[src/rtl/serial_line_pkg.sv]
// constants for the serial line receiver and transmitter pair
package serial_line_pkg;
   localparam logic [7:0] ctrl_offset   = 8'h00;
   localparam logic [7:0] div_offset    = 8'h04;
   localparam logic [7:0] txdata_offset = 8'h08;
   localparam logic [7:0] rxdata_offset = 8'h0c;
   localparam logic [7:0] status_offset = 8'h10;
   localparam logic [7:0] mask_offset   = 8'h14;
   localparam logic [7:0] pulse_offset  = 8'h18;
   // control fields
   localparam int ctrl_len8_bit      = 0;
   localparam int ctrl_rxstop_lsb    = 1;
   localparam int ctrl_txstop_lsb    = 3;
   localparam int ctrl_hold_bit      = 5;
   localparam int ctrl_clr_fourth    = 6;
   localparam int ctrl_div_fitted    = 7;
   localparam logic [7:0] ctrl_reset = 8'h03;
   // stop lengths in half bits: code 0=0.5, 1=1.0, 2=1.5, 3=2.0
   localparam logic [1:0] stop_half  = 2'h0;
   localparam logic [1:0] stop_one   = 2'h1;
   localparam logic [1:0] stop_onehalf = 2'h2;
   localparam logic [1:0] stop_two   = 2'h3;
   // status bits
   localparam int st_rx_flag   = 0;
   localparam int st_tx_done   = 1;
   localparam int st_frame_err = 2;
   localparam int st_overrun   = 3;
   localparam int st_tx_busy   = 4;
   // pulse register bits
   localparam int pulse_second = 0;
   localparam int pulse_fourth = 1;
   // bit-clock oversampling
   localparam int ovs_divider = 128;
   localparam int ovs_plain   = 8;
   localparam logic [15:0] div_reset = 16'h0001;
endpackage : serial_line_pkg

[src/rtl/serial_line.sv]
// serial line receiver and transmitter with apb registers
//
// How it works
// - 5 or 8 data bits, both directions
// - receiver stop 0.5, 1.0, 1.5, 2.0 bits
// - receiver set half bit below sender
// - transmitter emits full configured stop bits
// - hold mode waits for mark before start
// - without hold, open line keeps raising flag
// - hold mode needs at least 1.5 stops
// - second or fourth pulse clears receive flag
// - bit clock 128x with divider, else 8x
//
// Design decisions made here: register access over APB and the register offsets.
`timescale 1ns/100ps
module serial_line
   import serial_line_pkg::*;
#(
   parameter int div_width = 16
) (
   input  wire logic        pclk,
   input  wire logic        presetn,
   input  wire logic        psel,
   input  wire logic        penable,
   input  wire logic        pwrite,
   input  wire logic [7:0]  paddr,
   input  wire logic [31:0] pwdata,
   output logic [31:0]      prdata,
   output logic             pready,
   output logic             pslverr,
   input  wire logic        rx_line,
   output logic             tx_line,
   output logic             irq
);
   // refuse divider widths that the register word cannot carry
   if (div_width < 2 || div_width > 32) begin : g_bad_div_width
      $error("div_width out of range");
   end

   typedef enum {rx_idle, rx_start, rx_data, rx_stop, rx_wait_mark} rx_state_t;
   typedef enum {tx_idle, tx_start, tx_data, tx_stop} tx_state_t;

   logic [7:0]           ctrl_q;
   logic [div_width-1:0] div_q;
   logic [4:0]           status_q;
   logic [4:0]           mask_q;
   logic [7:0]           rxbuf_q;
   logic [7:0]           txsh_q;
   rx_state_t            rx_q;
   tx_state_t            tx_q;
   logic [6:0]           rx_cnt_q;
   logic [6:0]           tx_cnt_q;
   logic [2:0]           rx_bit_q;
   logic [2:0]           tx_bit_q;
   logic [7:0]           rx_sh_q;
   logic [1:0]           tx_half_q;
   logic                 tx_pend_q;
   logic [7:0]           tx_hold_q;

   // register access decode
   wire acc     = psel && penable;
   // a write lands on the edge at which the master sees pready high
   wire wr      = acc && pwrite && pready;
   wire hit_ctl = paddr == ctrl_offset;
   wire hit_div = paddr == div_offset;
   wire hit_txd = paddr == txdata_offset;
   wire hit_rxd = paddr == rxdata_offset;
   wire hit_st  = paddr == status_offset;
   wire hit_msk = paddr == mask_offset;
   wire hit_pls = paddr == pulse_offset;
   wire mapped  = hit_ctl | hit_div | hit_txd | hit_rxd | hit_st | hit_msk | hit_pls;

   wire       len8      = ctrl_q[ctrl_len8_bit];
   wire [1:0] rx_stop_code = ctrl_q[ctrl_rxstop_lsb +: 2];
   wire [1:0] tx_stop_code = ctrl_q[ctrl_txstop_lsb +: 2];
   wire       hold      = ctrl_q[ctrl_hold_bit];
   wire       clr_4th   = ctrl_q[ctrl_clr_fourth];
   wire       div_fit   = ctrl_q[ctrl_div_fitted];
   wire [2:0] last_bit  = len8 ? 3'h7 : 3'h4;
   wire [6:0] ovs_top   = div_fit ? 7'(ovs_divider - 1) : 7'(ovs_plain - 1);
   wire [6:0] ovs_mid   = div_fit ? 7'(ovs_divider / 2 - 1) : 7'(ovs_plain / 2 - 1);
   wire [6:0] half_top  = ovs_mid;

   // hold mode accepted only with long enough stop setting
   wire hold_ok = hold && (rx_stop_code == stop_onehalf || rx_stop_code == stop_two);

   logic tick;
   serial_bit_clock #(.width(div_width)) u_bit_clock (
      .pclk    (pclk),
      .presetn (presetn),
      .div     (div_q),
      .tick    (tick)
   );

   // receive flag clearing pulse selection
   wire pulse_wr  = wr && hit_pls;
   wire rx_clr    = pulse_wr && (clr_4th ? pwdata[pulse_fourth]
                                         : pwdata[pulse_second]);

   // ---------------- receiver ----------------
   wire rx_tick_end = tick && rx_cnt_q == ovs_top;
   wire rx_tick_mid = tick && rx_cnt_q == ovs_mid;
   // stop wait: half bits, measured from centre of last data bit
   logic [2:0] rx_stop_halves;
   always_comb begin
      unique case (rx_stop_code)
         stop_half:    rx_stop_halves = 3'h2;
         stop_one:     rx_stop_halves = 3'h3;
         stop_onehalf: rx_stop_halves = 3'h4;
         stop_two:     rx_stop_halves = 3'h5;
      endcase
   end
   logic [2:0] rx_half_q;
   wire rx_half_tick = tick && rx_cnt_q == half_top;
   logic rx_done;
   logic rx_ferr;
   assign rx_done = rx_q == rx_stop && rx_half_tick && (rx_half_q == rx_stop_halves - 3'h1);
   // mark sampled at the stop check; a short receiver stop resyncs early
   assign rx_ferr = rx_done && !rx_line;

   always_ff @(posedge pclk or negedge presetn) begin
      if (!presetn) begin
         rx_q      <= rx_idle;
         rx_cnt_q  <= '0;
         rx_bit_q  <= '0;
         rx_sh_q   <= '0;
         rx_half_q <= '0;
      end else begin
         unique case (rx_q)
            rx_idle: begin
               rx_cnt_q <= '0;
               if (tick && !rx_line) rx_q <= rx_start;
            end
            rx_start: begin
               if (tick) rx_cnt_q <= rx_cnt_q + 7'h1;
               if (rx_tick_mid) begin
                  rx_cnt_q <= '0;
                  rx_bit_q <= '0;
                  rx_q     <= rx_line ? rx_idle : rx_data;
               end
            end
            rx_data: begin
               if (tick) rx_cnt_q <= rx_cnt_q + 7'h1;
               if (rx_tick_end) begin
                  rx_cnt_q <= '0;
                  rx_sh_q  <= {rx_line, rx_sh_q[7:1]};
                  rx_bit_q <= rx_bit_q + 3'h1;
                  if (rx_bit_q == last_bit) begin
                     rx_q      <= rx_stop;
                     rx_half_q <= '0;
                  end
               end
            end
            rx_stop: begin
               if (tick) rx_cnt_q <= rx_half_tick ? 7'h0 : rx_cnt_q + 7'h1;
               if (rx_half_tick) rx_half_q <= rx_half_q + 3'h1;
               if (rx_done) begin
                  rx_q <= (hold_ok && !rx_line) ? rx_wait_mark : rx_idle;
               end
            end
            rx_wait_mark: begin
               if (tick && rx_line) rx_q <= rx_idle;
            end
            default: rx_q <= rx_idle;
         endcase
      end
   end

   wire [7:0] rx_char = len8 ? rx_sh_q : {3'h0, rx_sh_q[7:3]};

   // ---------------- transmitter ----------------
   wire tx_tick_end  = tick && tx_cnt_q == ovs_top;
   wire tx_half_end  = tick && tx_cnt_q == half_top;
   wire txd_wr       = wr && hit_txd && !tx_pend_q;
   // full stop bits on the line, counted in half bits
   wire [1:0] tx_halves_top = tx_stop_code;
   logic tx_done;
   assign tx_done = tx_q == tx_stop && tx_half_end && tx_half_q == tx_halves_top;

   always_ff @(posedge pclk or negedge presetn) begin
      if (!presetn) begin
         tx_q      <= tx_idle;
         tx_cnt_q  <= '0;
         tx_bit_q  <= '0;
         txsh_q    <= '0;
         tx_half_q <= '0;
         tx_line   <= 1'b1;
         tx_pend_q <= 1'b0;
         tx_hold_q <= '0;
      end else begin
         if (txd_wr) begin
            tx_pend_q <= 1'b1;
            tx_hold_q <= pwdata[7:0];
         end
         unique case (tx_q)
            tx_idle: begin
               tx_line  <= 1'b1;
               tx_cnt_q <= '0;
               if (tx_pend_q && tick) begin
                  txsh_q    <= tx_hold_q;
                  tx_pend_q <= 1'b0;
                  tx_line   <= 1'b0;
                  tx_q      <= tx_start;
               end
            end
            tx_start: begin
               if (tick) tx_cnt_q <= tx_cnt_q + 7'h1;
               if (tx_tick_end) begin
                  tx_cnt_q <= '0;
                  tx_bit_q <= '0;
                  tx_line  <= txsh_q[0];
                  txsh_q   <= {1'b0, txsh_q[7:1]};
                  tx_q     <= tx_data;
               end
            end
            tx_data: begin
               if (tick) tx_cnt_q <= tx_cnt_q + 7'h1;
               if (tx_tick_end) begin
                  tx_cnt_q <= '0;
                  tx_bit_q <= tx_bit_q + 3'h1;
                  if (tx_bit_q == last_bit) begin
                     tx_line   <= 1'b1;
                     tx_half_q <= '0;
                     tx_q      <= tx_stop;
                  end else begin
                     tx_line <= txsh_q[0];
                     txsh_q  <= {1'b0, txsh_q[7:1]};
                  end
               end
            end
            tx_stop: begin
               if (tick) tx_cnt_q <= tx_half_end ? 7'h0 : tx_cnt_q + 7'h1;
               if (tx_half_end) tx_half_q <= tx_half_q + 2'h1;
               if (tx_done) tx_q <= tx_idle;
            end
            default: tx_q <= tx_idle;
         endcase
      end
   end

   // ---------------- registers ----------------
   wire [4:0] events = {1'b0, (rx_done && status_q[st_rx_flag]), rx_ferr, tx_done, rx_done};
   wire [4:0] st_w1c = (wr && hit_st) ? pwdata[4:0] : 5'h0;
   wire [4:0] st_clr = st_w1c | {4'h0, rx_clr};
   wire [4:0] st_d   = (status_q & ~st_clr) | events;  // set wins over clear
   wire       busy   = tx_q != tx_idle || tx_pend_q;

   logic [31:0] rd_mux;
   always_comb begin
      rd_mux = 32'h0;
      if (hit_ctl) rd_mux = {24'h0, ctrl_q};
      if (hit_div) rd_mux = 32'(div_q);
      if (hit_rxd) rd_mux = {24'h0, rxbuf_q};
      if (hit_st)  rd_mux = {27'h0, busy, status_q[3:0]};
      if (hit_msk) rd_mux = {27'h0, mask_q};
   end

   always_ff @(posedge pclk or negedge presetn) begin
      if (!presetn) begin
         ctrl_q   <= ctrl_reset;
         div_q    <= div_width'(div_reset);
         status_q <= '0;
         mask_q   <= '0;
         rxbuf_q  <= '0;
         prdata   <= '0;
         pready   <= 1'b0;
         pslverr  <= 1'b0;
         irq      <= 1'b0;
      end else begin
         if (wr && hit_ctl) ctrl_q <= pwdata[7:0];
         if (wr && hit_div) div_q <= pwdata[div_width-1:0];
         if (wr && hit_msk) mask_q <= pwdata[4:0];
         if (rx_done) rxbuf_q <= rx_char;
         status_q <= {1'b0, st_d[3:0]};
         // one wait state: answer on second access cycle
         pready  <= psel && penable && !pready;
         pslverr <= psel && penable && !pready && !mapped;
         prdata  <= (psel && penable && !pready && !pwrite) ? rd_mux : 32'h0;
         irq     <= |(st_d[3:0] & mask_q[3:0]);
      end
   end

   a_rx_flag_set: assert property (@(posedge pclk) disable iff (!presetn)
      rx_done |=> status_q[st_rx_flag])
      else $error("receive flag not set after stop check");
   a_rx_clr_sel: assert property (@(posedge pclk) disable iff (!presetn)
      rx_clr && !rx_done |=> !status_q[st_rx_flag])
      else $error("selected pulse did not clear receive flag");
   a_hold_wait: assert property (@(posedge pclk) disable iff (!presetn)
      rx_q == rx_wait_mark && !rx_line |=> rx_q == rx_wait_mark)
      else $error("receiver left hold before mark");
   a_hold_stop: assert property (@(posedge pclk) disable iff (!presetn)
      rx_q == rx_wait_mark |-> hold && rx_stop_code[1])
      else $error("hold used with short stop");
   a_tx_stop_mark: assert property (@(posedge pclk) disable iff (!presetn)
      tx_q == tx_stop |-> tx_line)
      else $error("stop interval not mark");
   a_tx_start_space: assert property (@(posedge pclk) disable iff (!presetn)
      tx_q == tx_start |-> !tx_line)
      else $error("start bit not space");
   a_len_bits: assert property (@(posedge pclk) disable iff (!presetn)
      rx_q == rx_data |-> rx_bit_q <= last_bit)
      else $error("receiver exceeded character length");
   a_open_rerun: assert property (@(posedge pclk) disable iff (!presetn)
      rx_done && !hold |=> rx_q == rx_idle)
      else $error("receiver did not rerun without hold");
   a_irq_level: assert property (@(posedge pclk) disable iff (!presetn)
      status_q[st_rx_flag] && mask_q[st_rx_flag] && $stable(status_q) && $stable(mask_q)
      |-> irq)
      else $error("irq low with unmasked flag");
endmodule : serial_line

[src/rtl/serial_bit_clock.sv]
// bit-rate clock: a tick every div+1 cycles
`timescale 1ns/100ps
module serial_bit_clock #(
   parameter int width = 16
) (
   input  wire logic             pclk,
   input  wire logic             presetn,
   input  wire logic [width-1:0] div,
   output logic                  tick
);
   logic [width-1:0] cnt_q;
   wire              wrap = (cnt_q >= div);
   always_ff @(posedge pclk or negedge presetn) begin
      if (!presetn) begin
         cnt_q <= '0;
         tick  <= 1'b0;
      end else begin
         cnt_q <= wrap ? '0 : cnt_q + 1'b1;
         tick  <= wrap;
      end
   end
endmodule : serial_bit_clock

[config.mk]
export PLATFORM = sky130hd
export DESIGN_NAME = serial_line
export DESIGN_NICKNAME = d
export VERILOG_FILES = /design/src/rtl/serial_line_pkg.sv /design/src/rtl/serial_line.sv /design/src/rtl/serial_bit_clock.sv
export SDC_FILE = /design/constraint.sdc
export NUM_CORES = 1
export LEC_CHECK = 0
export ABC_AREA = 0
export BUFFER_PORTS_ARGS = -buffer_cell sky130_fd_sc_hd__buf_2
export CAP_MARGIN = 10
export CELL_PAD_IN_SITES_DETAIL_PLACEMENT = 0
export CELL_PAD_IN_SITES_GLOBAL_PLACEMENT = 1
export CORE_MARGIN = 3
export CORE_UTILIZATION = 35
export CTS_CLUSTER_SIZE = 28
export DETAILED_ROUTE_END_ITERATION = 10
export PLACE_DENSITY_LB_ADDON = 0.1
export SYNTH_ARGS = -nofsm -noshare
export SYNTH_HDL_FRONTEND = slang
export SYNTH_SLANG_ARGS = --single-unit
[constraint.sdc]
create_clock -name pclk -period 2.71 [get_ports pclk]
set_input_delay 0.542 -clock pclk [delete_from_list [all_inputs] [get_ports pclk]]
set_output_delay 0.542 -clock pclk [all_outputs]
set_load 0.01 [all_outputs]
; Word level (Yosys, flattened, before mapping)
; Index checks and enable logic that the tools add are counted.
[totals]
regBits = 208
inputBits = 46
out_inout_bits = 36
word_cells = 215
[op_classes]
n_addsub = 8
order_cmp = 1
eq_ne = 43
mux = 67
bitwise_logic = 11
n_reduce_logical = 61
[op_table]
columns = operator, n
row1 = $mux 32, 16
row2 = $pmux 32 s5, 1
row3 = $eq 32x2->1 const B, 4
row4 = $pmux 32 s4, 1
row5 = $eq 32x3->1 const B, 3
row6 = $mux 7, 10
row7 = $eq 32x1->1 const B, 2
row8 = $logic_not 32->1, 2
row9 = $mux 8, 6
row10 = $reduce_bool 32->1, 1
row11 = $logic_and 1x1->1, 29
row12 = $ne 2x2->1 const B, 14
row13 = $pmux 7 s4, 1
row14 = $eq 8x5->1 const B, 3
row15 = $mux 3, 8
row16 = $pmux 8 s3, 1
row17 = $pmux 7 s3, 1
row18 = $pmux 3 s2, 3
row19 = $add 16x1->16 const B, 1
row20 = $eq 8x4->1 const B, 2
row21 = $ge 16x16->1, 1
row22 = $mux 16, 1
row23 = $add 7x1->7 const B, 2
row24 = $eq 7x6->1, 2
row25 = other kinds (37), 76

; Logic depth before layout (Yosys ltp)
; Gate-level depths: netlist (run 1).
[depth]
ltp_word = 11
depth_mapped = 10
mapped_depth_nobuf = 8

; Cells and area by module
; A second synthesis (run 1) with hierarchy kept.
[unflattened]
hier_cells = 673
hier_area_um2 = 7234.4
[by_module_without_submodules]
columns = module, instances, cells_each, area_each_um2, seq_area_each_um2
row1 = serial_line, 1, 542, 5949.5, 2907.8
row2 = serial_bit_clock, 1, 131, 1285.0, 425.4

; Least setup slack after synthesis (run 1)
; OpenSTA, ideal clock, no wires.
[synth_path]
path_type = input to register
start = input port paddr[1]
end = register ctrl_q[3]
setup_time_ns = 0.125
arrival_time_ns = 1.979
required_time_ns = 2.585
slack_ns = 0.606
path_stages = 5
path_buffers = 1
path_cell_list = nor3_1 -> nand3b_2 -> nor4_1 -> buf_2 -> mux2_2
[synth_via]
elab_chain_len = 2
[synth_rtl]
columns = element, line_no
row1 = start: declaration, serial_line.sv:26  ; input wire logic [7:0] paddr,
row2 = $logic_not 8->1, serial_line.sv:64  ; wire hit_ctl = paddr == ctrl_offset;
row3 = $logic_and 1x1->1, serial_line.sv:270  ; if (wr && hit_ctl) ctrl_q <= pwdata[7:0];
row4 = end signal: assignment, serial_line.sv:260  ; ctrl_q <= ctrl_reset;
row5 = end signal: assignment, serial_line.sv:270
row6 = end: declaration, serial_line.sv:43  ; logic [7:0] ctrl_q;
; No other way between the ends.
; A chain may end at the register's enable or synchronous reset.

; Worst setup path in the final report (run 1)
[layout_path]
start = register tx_cnt_q[0]
end = register tx_q[1]
[layout_via]
elab_chain_len = 6
word_cells_on_any_way = 10
classes_between = eq/ne: 5 / reduce/logical: 5
[layout_rtl]
columns = element, line_no
row1 = start: declaration, serial_line.sv:52  ; logic [6:0] tx_cnt_q;
row2 = start signal: assignment, serial_line.sv:207  ; if (tick) tx_cnt_q <= tx_cnt_q + 7'h1;
row3 = start signal: assignment, serial_line.sv:217  ; if (tick) tx_cnt_q <= tx_cnt_q + 7'h1;
row4 = start signal: assignment, serial_line.sv:232  ; if (tick) tx_cnt_q <= tx_half_end ? 7'h0 : tx_cnt_q + 7'h1;
row5 = $eq 7x6->1, serial_line.sv:173  ; wire tx_half_end = tick && tx_cnt_q == half_top;
row6 = $logic_and 1x1->1, serial_line.sv:173
row7 = $logic_and 1x1->1 (2 in series), serial_line.sv:178  ; assign tx_done = tx_q == tx_stop && tx_half_end && tx_half_q == tx_halves_top;
row8 = $ne 2x2->1 (no source line), --
row9 = $reduce_and 5->1 (no source line) *, --
row10 = end signal: assignment, serial_line.sv:182  ; tx_q <= tx_idle;
row11 = end signal: assignment, serial_line.sv:203  ; tx_q <= tx_start;
row12 = end signal: assignment, serial_line.sv:213  ; tx_q <= tx_data;
row13 = end: declaration, serial_line.sv:50  ; tx_state_t tx_q;
; Mark *: on every way between the ends. The rest lies on a longest branch, timed or not.

==> results of run 1 <==
[cell usage in the layout (no fill, tap or decap), drive strengths merged, types with 14 or more instances in the layout]
cell | netlist | routed
nor3 | 17 | 17
inv | 32 | 43
nand3 | 22 | 22
conb | 1 | 16
and3 | 15 | 15
buf | 22 | 70
nand2 | 57 | 57
o21ai | 43 | 43
ha | 31 | 31
mux2i | 14 | 14
mux2 | 66 | 66
nor2 | 49 | 49
a21oi | 21 | 21
dfrtp | 129 | 129
clkbuf | 15 | 17
[registers in the layout, summed over array words and instances, names as in the netlist, 4 cells and up]
name and count:
div_q 16, prdata 16, u_bit_clock.cnt_q 16, ctrl_q 8
rx_sh_q 8, rxbuf_q 8, tx_hold_q 8, txsh_q 8
rx_cnt_q 7, tx_cnt_q 7, mask_q 5, status_q 4
[critical path: stages (launching register included)]
cell	delay [ns]
dfrtp_1	0.38
ha_1	0.25
nor2b_1	0.18
o21ai_0	0.18
nor4_1	0.45
buf_4	0.19
o221a_2	0.23
mux2_2	0.33
[power by group]
part / switching [mW] / total, mW / internal [mW]
Clock: 0.987 / 2.29 / 1.31
Sequential: 0.115 / 2.19 / 2.08
Combinational: 0.631 / 1.06 / 0.429
Total: 1.73 / 5.54 / 3.81
[worst paths after layout]
path                             start          end  slack, ns  cells after the start
max                        tx_cnt_q[0]      tx_q[1]       0.39                      7
min                            presetn  tx_cnt_q[3]       0.10                      1
max reg2reg                tx_cnt_q[0]      tx_q[1]       0.39                      7
min reg2reg                tx_bit_q[2]  tx_bit_q[2]       0.48                      1
max in group asynchronous      presetn     div_q[0]       1.86                      2
min in group pclk            pwdata[8]     div_q[8]       0.35                      2
[cell usage after synthesis (all sizes together) (15+ instances only)]
library cell    n
dfrtp         129
mux2           66
nand2          57
nor2           49
o21ai          43
inv            32
ha             31
buf            22
nand3          22
a21oi          21
nor3           17
and3           15
clkbuf         15
[layer usage]
metal,global-route usage,vias up,part of all wire
li1,-,2492,-
met2,0.256,87,0.47
met5,0,-,0
met3,0.0338,13,0.031
met4,0.0462,0,0.012
met1,0.234,2567,0.49
[layout make-up]
class / instances / share of cell area
clock inverters: 15 / 0.0192
inverters: 32 / 0.0146
clock buffers: 17 / 0.0519
flip-flops and latches: 133 / 0.406
well taps: 265 / 0.0404
repair buffers: 70 / 0.0514
multi-input cells: 482 / 0.416
[kinds of logic (layout without fill, tap and decap cells)]
| kind of cell | after synthesis | after routing | share of synthesized area |
|---|---|---|---|
| AND/OR/NAND/NOR | 207 | 207 | 0.150 |
| buffers and inverters | 70 | 134 | 0.0560 |
| AO/OA/AOI/OAI | 127 | 127 | 0.117 |
| XOR/XNOR | 21 | 21 | 0.0260 |
| flip-flops | 133 | 133 | 0.471 |
| other | 1 | 16 | 0.000530 |
| adder cells (fa/ha/maj) | 31 | 31 | 0.0548 |
| multiplexers | 80 | 80 | 0.125 |
[per-stage QoR]
stage,std cells,hold slack [ns],cell area (µm²),util
2_1_floorplan,685,0.246,7140,-
3_3_place_gp,982,0.470,7620,0.388
3_5_place_dp,982,0.479,7620,0.388
4_1_cts,1014,0.127,8200,0.417
5_1_grt,1014,0.145,8200,0.417
6_report,1014,0.103,8200,0.417
==> impl_metrics.tcl, run 1 <==
set metrics [dict create \
    rsz0062_at_grt "no" \
    routed_wl_mm 17.3 \
    hold_viol_final 0 \
    wl_per_cell_um 17.1 \
    grtUsageTotal 0.165 \
    fmax_mhz 432 \
    antennaDiodeCount 0 \
    status "complete, no violations" \
    grt_max_degree 65 \
    gp_congestion 0.763 \
    syn_area_per_cell_um2 10.6 \
    preCtsSetupSlack_ns 0.378 \
    synth.largest_area_cell "dfrtp_1" \
    setup_violations 0 \
    firstDrtPassIters 4 \
    via_count 5159 \
    drtAntennaViolNets 0 \
    timing.critical_path.from_type "flop" \
    clkSinkCount 133 \
    max-cap-violations 0 \
    clk_latency_ns 0.42 \
    post-route-min-period_ns 2.32 \
    synth_warnings 0 \
    drt_iter0_drc 233 \
    slew_headroom 0.583 \
    endpoint_kind "flop" \
    synth-seq-cells 133 \
    synth_cell_types 66 \
    synth_edf_count 0 \
    n_fill_cell 1980 \
    area_growth_pct 15.8 \
    ctsHoldBuffers 0 \
    synth_cells 670 \
    fin_total_pwr_mw 5.54 \
    coreArea_um2 19700 \
    cts_htree_levels 4 \
    yosys.area.top_type_share 0.456 \
    die_height_um 148 \
    crit_type "flop to flop" \
    start_util 0.360 \
    worstMarginPinSlew_ns 0.625 \
    grt.overflow.total 0 \
    tritoncts "built" \
    floorplan.rows 51 \
    postCtsSetupBuffers 0 \
    grt_first_pass_wirelength_mm 28.6 \
    synthTopCellsByArea "dfrtp_1 46%, mux2_2 10%, ha_1 5.5%" \
    power_density_nw_per_um2 676 \
    async_flop_share 1.00 \
    cts-root-buf "clkbuf_16" \
    antenna_found_initial 1 \
    port_buffers 49 \
    hold_class "input pin to asynchronous set/reset pin" \
    required_ns 3.01 \
    worstPathArrival_ns 2.62 \
    peakVddDrop_mv 0.466 \
    nets 813 \
    drc_errors 0 \
    ys.flop_type "dfrtp_1" \
    multi_input_area_um2 3410 \
    cts.repair.resized 0 \
    drt-vias-per-instance 5.09 \
    seq_area_um2 3330 \
    crit_fanout 5 \
    dieArea_um2 22000 \
    clockBufferDepth 2 \
    setup_ws_ns 0.394 \
    dieWidth_um 148 \
    synth_seq_area_share 0.471 \
    cts_made_buffers 17 \
    clk_pin_slew_ns 0.06 \
    skew_ns 0.0117 \
    maxSlewViolCount 0 \
    fin_setup_tns_ns 0 \
    drive_above_1_share 0.246 \
    syn_area_um2 7080 \
    grt_pass1_vias 5272 \
    p_leak_nw 3.91 \
    finalCritPeriodShare 0.855 \
    dp.final_hpwl_mm 12.9 \
    ios 82 \
]
No activity file was read; power rests on OpenSTA's default activity.
==> run 2, diff against run 1 <==
--- a/config.mk
+++ b/config.mk
@@ -12,6 +12,7 @@
 export CELL_PAD_IN_SITES_GLOBAL_PLACEMENT = 1
 export CORE_MARGIN = 3
 export CORE_UTILIZATION = 35
+export CTS_BUF_LIST = sky130_fd_sc_hd__clkbuf_2 sky130_fd_sc_hd__clkbuf_4 sky130_fd_sc_hd__clkbuf_8
 export CTS_CLUSTER_SIZE = 28
 export DETAILED_ROUTE_END_ITERATION = 10
 export PLACE_DENSITY_LB_ADDON = 0.1
==> run 2 against run 1 <==
Effect of this change: global-route usage barely moved; register-to-register slack is essentially flat; utilization decreased by 0.97 points; critical path depth stayed put; critical path type unchanged; critical endpoint unchanged; largest cell class unchanged.
==> impl_metrics.tcl, run 2 (synthesis gave the netlist of run 1 again) <==
set metrics [dict create \
    clockBufferDepth 2 \
    required_ns 3.04 \
    fin_setup_tns_ns 0 \
    peakVddDrop_mv 0.330 \
    whs_ns 0.0661 \
    antenna_found_initial 1 \
    multi_input_area_um2 3410 \
    slew_headroom 0.583 \
    endpoint_kind "flop" \
    final_common_cell "dfrtp_1" \
    n_fill_cell 2006 \
    skew_ns 0.0160 \
    dr_wl_met3_um 648 \
    area_growth_pct 13.1 \
    cts_made_buffers 17 \
    pwr-share-comb 0.215 \
    drtAntennaViolNets 0 \
    finalCritPeriodShare 0.858 \
    wl_per_cell_um 17.1 \
    ctsHoldBuffers 0 \
    drive_above_1_share 0.246 \
    seq_area_um2 3330 \
    internal_power_mw 3.27 \
    gp_congestion 0.763 \
    reg_top3 "div_q: 16 flops, prdata: 16 flops, u_bit_clock.cnt_q: 16 flops" \
    p_clk_frac 0.342 \
    seq_power_share 0.443 \
    routed.top_layer "met4" \
    swShare 0.337 \
    clk_pin_slew_ns 0.09 \
    crit_fanout 5 \
    max_stage_delay_ns 0.46 \
    clkSinkCount 133 \
    setup_violations 0 \
    maxSlewViolCount 0 \
    power_density_nw_per_um2 616 \
    rsz0062_at_grt "no" \
    floorplan.rows 51 \
    wl_met2_mm 8.09 \
    fmax_mhz 430 \
    worstPathArrival_ns 2.66 \
    grt_max_degree 65 \
    coreArea_um2 19700 \
    crit_type "flop to flop" \
    tritoncts "built" \
    crit_slowest_cell "nor4_1" \
    hold_class "input pin to asynchronous set/reset pin" \
    ios 82 \
    post_dp_cell_area_um2 7620 \
    firstDrtPassIters 5 \
    drt_iter0_drc 227 \
    grt.overflow.total 0 \
    via_count 5147 \
    dieArea_um2 22000 \
    worstMarginPinSlew_ns 0.626 \
    clk_latency_ns 0.45 \
    status "complete, no violations" \
    cts.repair.resized 0 \
    post-route-min-period_ns 2.33 \
    grtUsageTotal 0.165 \
    p_switching_mw 1.67 \
    final_cell_mix "129 x dfrtp_1, 65 x mux2_2, 56 x nand2_1" \
    max-cap-violations 0 \
    dieWidth_um 148 \
    antennaDiodeCount 0 \
    drc_errors 0 \
    drt-vias-per-instance 5.08 \
    wl_met1_mm 8.39 \
    dp.final_hpwl_mm 12.9 \
    port_buffers 49 \
    nets 813 \
    postCtsSetupBuffers 0 \
    timing.critical_path.from_type "flop" \
    fin_util 0.408 \
    grt_pass1_vias 5281 \
    die_height_um 148 \
    final_area_um2 8010 \
    cts_htree_levels 4 \
    cts-root-buf "clkbuf_8" \
    p_leak_nw 3.83 \
    grt_first_pass_wirelength_mm 28.7 \
    hold_viol_final 0 \
    start_util 0.360 \
    path_cells "ha_1 > nor2b_1 > o21ai_0 > nor4_1 > buf_4 > o221a_2 > mux2_2" \
    routed_wl_mm 17.3 \
]
==> run 2: area by class of cell <==
class,count,area share
Multi-Input combinational cell,482,0.426
Sequential cell,133,0.416
Timing Repair Buffer,70,0.0526
Tap cell,265,0.0414
Clock buffer,17,0.0292
Clock inverter,15,0.0197
Inverter,32,0.0150
==> run 2: final timing paths <==
check / endpoint / depth (start not counted) / startpoint / slack (ns)
max: tx_q[1] / 7 / tx_cnt_q[0] / 0.38
min in group pclk: div_q[8] / 2 / pwdata[8] / 0.32
max reg2reg: tx_q[1] / 7 / tx_cnt_q[0] / 0.38
min: tx_cnt_q[2] / 1 / presetn / 0.07
max in group asynchronous: div_q[0] / 2 / presetn / 1.90
min reg2reg: tx_bit_q[2] / 1 / tx_bit_q[2] / 0.49
==> run 2: through the flow <==
stage	total power [mW]	std cells	setup slack [ns]
4_1_cts	5.01	1014	0.355
2_1_floorplan	3.03	685	0.606
5_1_grt	5.24	1014	0.109
6_report	4.94	1014	0.384
3_5_place_dp	3.30	982	0.378
3_3_place_gp	3.28	982	0.325
==> run 2: power groups by stage <==
stage | registers [mW] | clock network, mW | logic [mW]
3_3_place_gp | 2.22 | 0 | 1.06
3_5_place_dp | 2.23 | 0 | 1.07
5_1_grt | 2.21 | 1.84 | 1.20
6_report | 2.19 | 1.69 | 1.06
4_1_cts | 2.19 | 1.74 | 1.08
2_1_floorplan | 2.17 | 0 | 0.857
==> run 2: layer usage <==
layer / GRT usage / vias up
met4: 0.0379 / 0
met3: 0.0384 / 11
met2: 0.257 / 82
met1: 0.233 / 2566
li1: - / 2488
met5: 0 / -
==> run 2: critical path, delay by kind of cell, from the launching register on <==
kind,cells,cell delay [ns]
adder cells (fa/ha/maj),1,0.25
flip-flops,1,0.39
AND/OR/NAND/NOR,2,0.64
multiplexers,1,0.33
AO/OA/AOI/OAI,2,0.41
buffers and inverters,1,0.19
==> run 3, diff against run 2 <==
--- a/config.mk
+++ b/config.mk
@@ -15,6 +15,7 @@
 export CTS_BUF_LIST = sky130_fd_sc_hd__clkbuf_2 sky130_fd_sc_hd__clkbuf_4 sky130_fd_sc_hd__clkbuf_8
 export CTS_CLUSTER_SIZE = 28
 export DETAILED_ROUTE_END_ITERATION = 10
+export GPL_TIMING_DRIVEN = 0
 export PLACE_DENSITY_LB_ADDON = 0.1
 export SYNTH_ARGS = -nofsm -noshare
 export SYNTH_HDL_FRONTEND = slang
==> run 3 against run 2 <==
Effect of this change: combinational power grew 9%; global-route usage shrank 0.21 points; count of clock-buffer cells in the layout grew 2; first-iteration DRC count shrank 3.1%; clock skew grew 0.0018 ns; critical path type unchanged; critical endpoint unchanged; largest cell class unchanged; largest power group unchanged.
==> impl_metrics.tcl, run 3 (synthesis gave the netlist of run 1 again) <==
set metrics [dict create \
    antenna_found_initial 0 \
    reg2reg_setup_slack_ns 0.38 \
    dieArea_um2 22000 \
    n_fill_cell 1992 \
    dp.final_hpwl_mm 12.6 \
    multi_input_area_um2 3410 \
    max-cap-violations 0 \
    reg_top3 "div_q: 16 flops, prdata: 16 flops, u_bit_clock.cnt_q: 16 flops" \
    crit_fanout 5 \
    hold_viol_final 0 \
    worstPathArrival_ns 2.65 \
    antennaDiodeCount 0 \
    ios 82 \
    drt_iter0_drc 220 \
    whs_ns 0.0210 \
    timing.rr.end "tx_q[1]" \
    setup_ws_ns 0.382 \
    maxSlewViolCount 0 \
    firstDrtPassIters 4 \
    peakVddDrop_mv 0.357 \
    die_height_um 148 \
    tritoncts "built" \
    grt_pass1_vias 5173 \
    wl_per_cell_um 16.4 \
    fin_setup_tns_ns 0 \
    clk_pin_slew_ns 0.08 \
    post_dp_cell_area_um2 7740 \
    coreArea_um2 19700 \
    drt-vias-per-instance 5.02 \
    preCtsSetupSlack_ns -0.0508 \
    grtUsageTotal 0.162 \
    grt.overflow.total 0 \
    power_density_nw_per_um2 616 \
    start_util 0.360 \
    area_growth_pct 15.2 \
    clk_latency_ns 0.44 \
    dieWidth_um 148 \
    gp_congestion 0.791 \
    skew_ns 0.0177 \
    grt_first_pass_wirelength_mm 28.3 \
    drive_above_1_share 0.244 \
    floorplan.rows 51 \
    port_buffers 48 \
    seq_area_um2 3330 \
    timing.critical_path.from_type "flop" \
    fmax_mhz 430 \
    crit_type "flop to flop" \
    finalCritPeriodShare 0.859 \
    grt_max_degree 90 \
    cts_htree_levels 4 \
    setup_violations 0 \
    cts-root-buf "clkbuf_8" \
    rsz0062_at_grt "no" \
    final_area_um2 8160 \
    cts_made_buffers 17 \
    hold_class "input pin to asynchronous set/reset pin" \
    drtAntennaViolNets 0 \
    clkSinkCount 133 \
    drc_errors 0 \
    final_cell_mix "129 x dfrtp_1, 65 x mux2_2, 56 x nand2_1" \
    final_common_cell "dfrtp_1" \
    ctsHoldBuffers 0 \
    required_ns 3.03 \
    p_leak_nw 3.89 \
    r2r-start "tx_cnt_q[0]" \
    endpoint_kind "flop" \
    reg2reg_depth 6 \
    worstMarginPinSlew_ns 1.14 \
    via_count 5176 \
    nets 830 \
    routed_wl_mm 16.9 \
    post-route-min-period_ns 2.33 \
    status "complete, no violations" \
    slew_headroom 0.231 \
    clockBufferDepth 2 \
]
[run 3: cell types whose count changed in the layout (fill, tap and decap cells not counted), moves of 2 or more]
| cell | previous run | this run |
|---|---|---|
| clkbuf_1 | 0 | 12 |
| buf_4 | 20 | 16 |
| clkbuf_8 | 17 | 21 |
| inv_6 | 7 | 3 |
| inv_8 | 4 | 0 |
| buf_6 | 1 | 4 |
| clkinv_4 | 1 | 4 |
| clkinvlp_4 | 1 | 3 |
[run 3: timing repair]
item | CTS | global route
hold endpoints to repair | 0 | 0
setup buffers | 0 | 0
gates resized for setup | 0 | 2
endpoints found under the setup margin | 0 | 5
[run 3: critical path, cell delays in order (launching register included)]
cell and delay [ns]:
dfrtp_1 0.37, ha_1 0.24, nor2b_1 0.18, o21ai_0 0.17
nor4_1 0.59, o221a_2 0.32, mux2_2 0.33
[run 3: worst max path at each step]
stage,start,end,slack (ns),cells past startpoint
global route,ctrl_q[7],tx_q[1],0.15,6
detailed placement,paddr[1],prdata[14],-0.05,5
CTS,u_bit_clock.cnt_q[0],u_bit_clock.cnt_q[11],0.19,10
global placement,presetn,u_bit_clock.cnt_q[11],-0.87,1
finish,tx_cnt_q[0],tx_q[1],0.38,6
floorplan,paddr[1],ctrl_q[3],0.61,5
[run 3: layout make-up]
class                      instances  area share
buffer                            38      0.0341
clock buffer                      19      0.0321
clock inverter                    13      0.0183
inverter                          32      0.0147
multi-input combinational        482       0.418
sequential                       133       0.409
tap                              265      0.0407
timing repair buffer              49      0.0336
[run 3: metal layers]
layer | GRT usage | vias up | wire (µm) | part of all wire
li1 | - | 2519 | - | -
met1 | 0.238 | 2568 | 8530 | 0.50
met2 | 0.248 | 82 | 7740 | 0.46
met3 | 0.0390 | 7 | 562 | 0.033
met4 | 0.0291 | 0 | 116 | 0.0068
met5 | 0 | - | 0 | 0
[run 3: metrics by stage]
| step | total power [mW] | utilization | instances |
|---|---|---|---|
| 2_1_floorplan | 3.03 | - | 685 |
| 3_3_place_gp | 3.33 | 0.392 | 998 |
| 3_5_place_dp | 3.36 | 0.394 | 999 |
| 4_1_cts | 5.10 | 0.415 | 1031 |
| 5_1_grt | 5.34 | 0.415 | 1031 |
| 6_report | 5.02 | 0.415 | 1031 |
[run 3: report_power, final]
part / switching (mW) / total [mW] / internal (mW) / leakage (nW)
clock: 0.830 / 1.71 / 0.879 / 0.199
combinational: 0.679 / 1.16 / 0.484 / 1.89
sequential: 0.0747 / 2.15 / 2.07 / 1.81
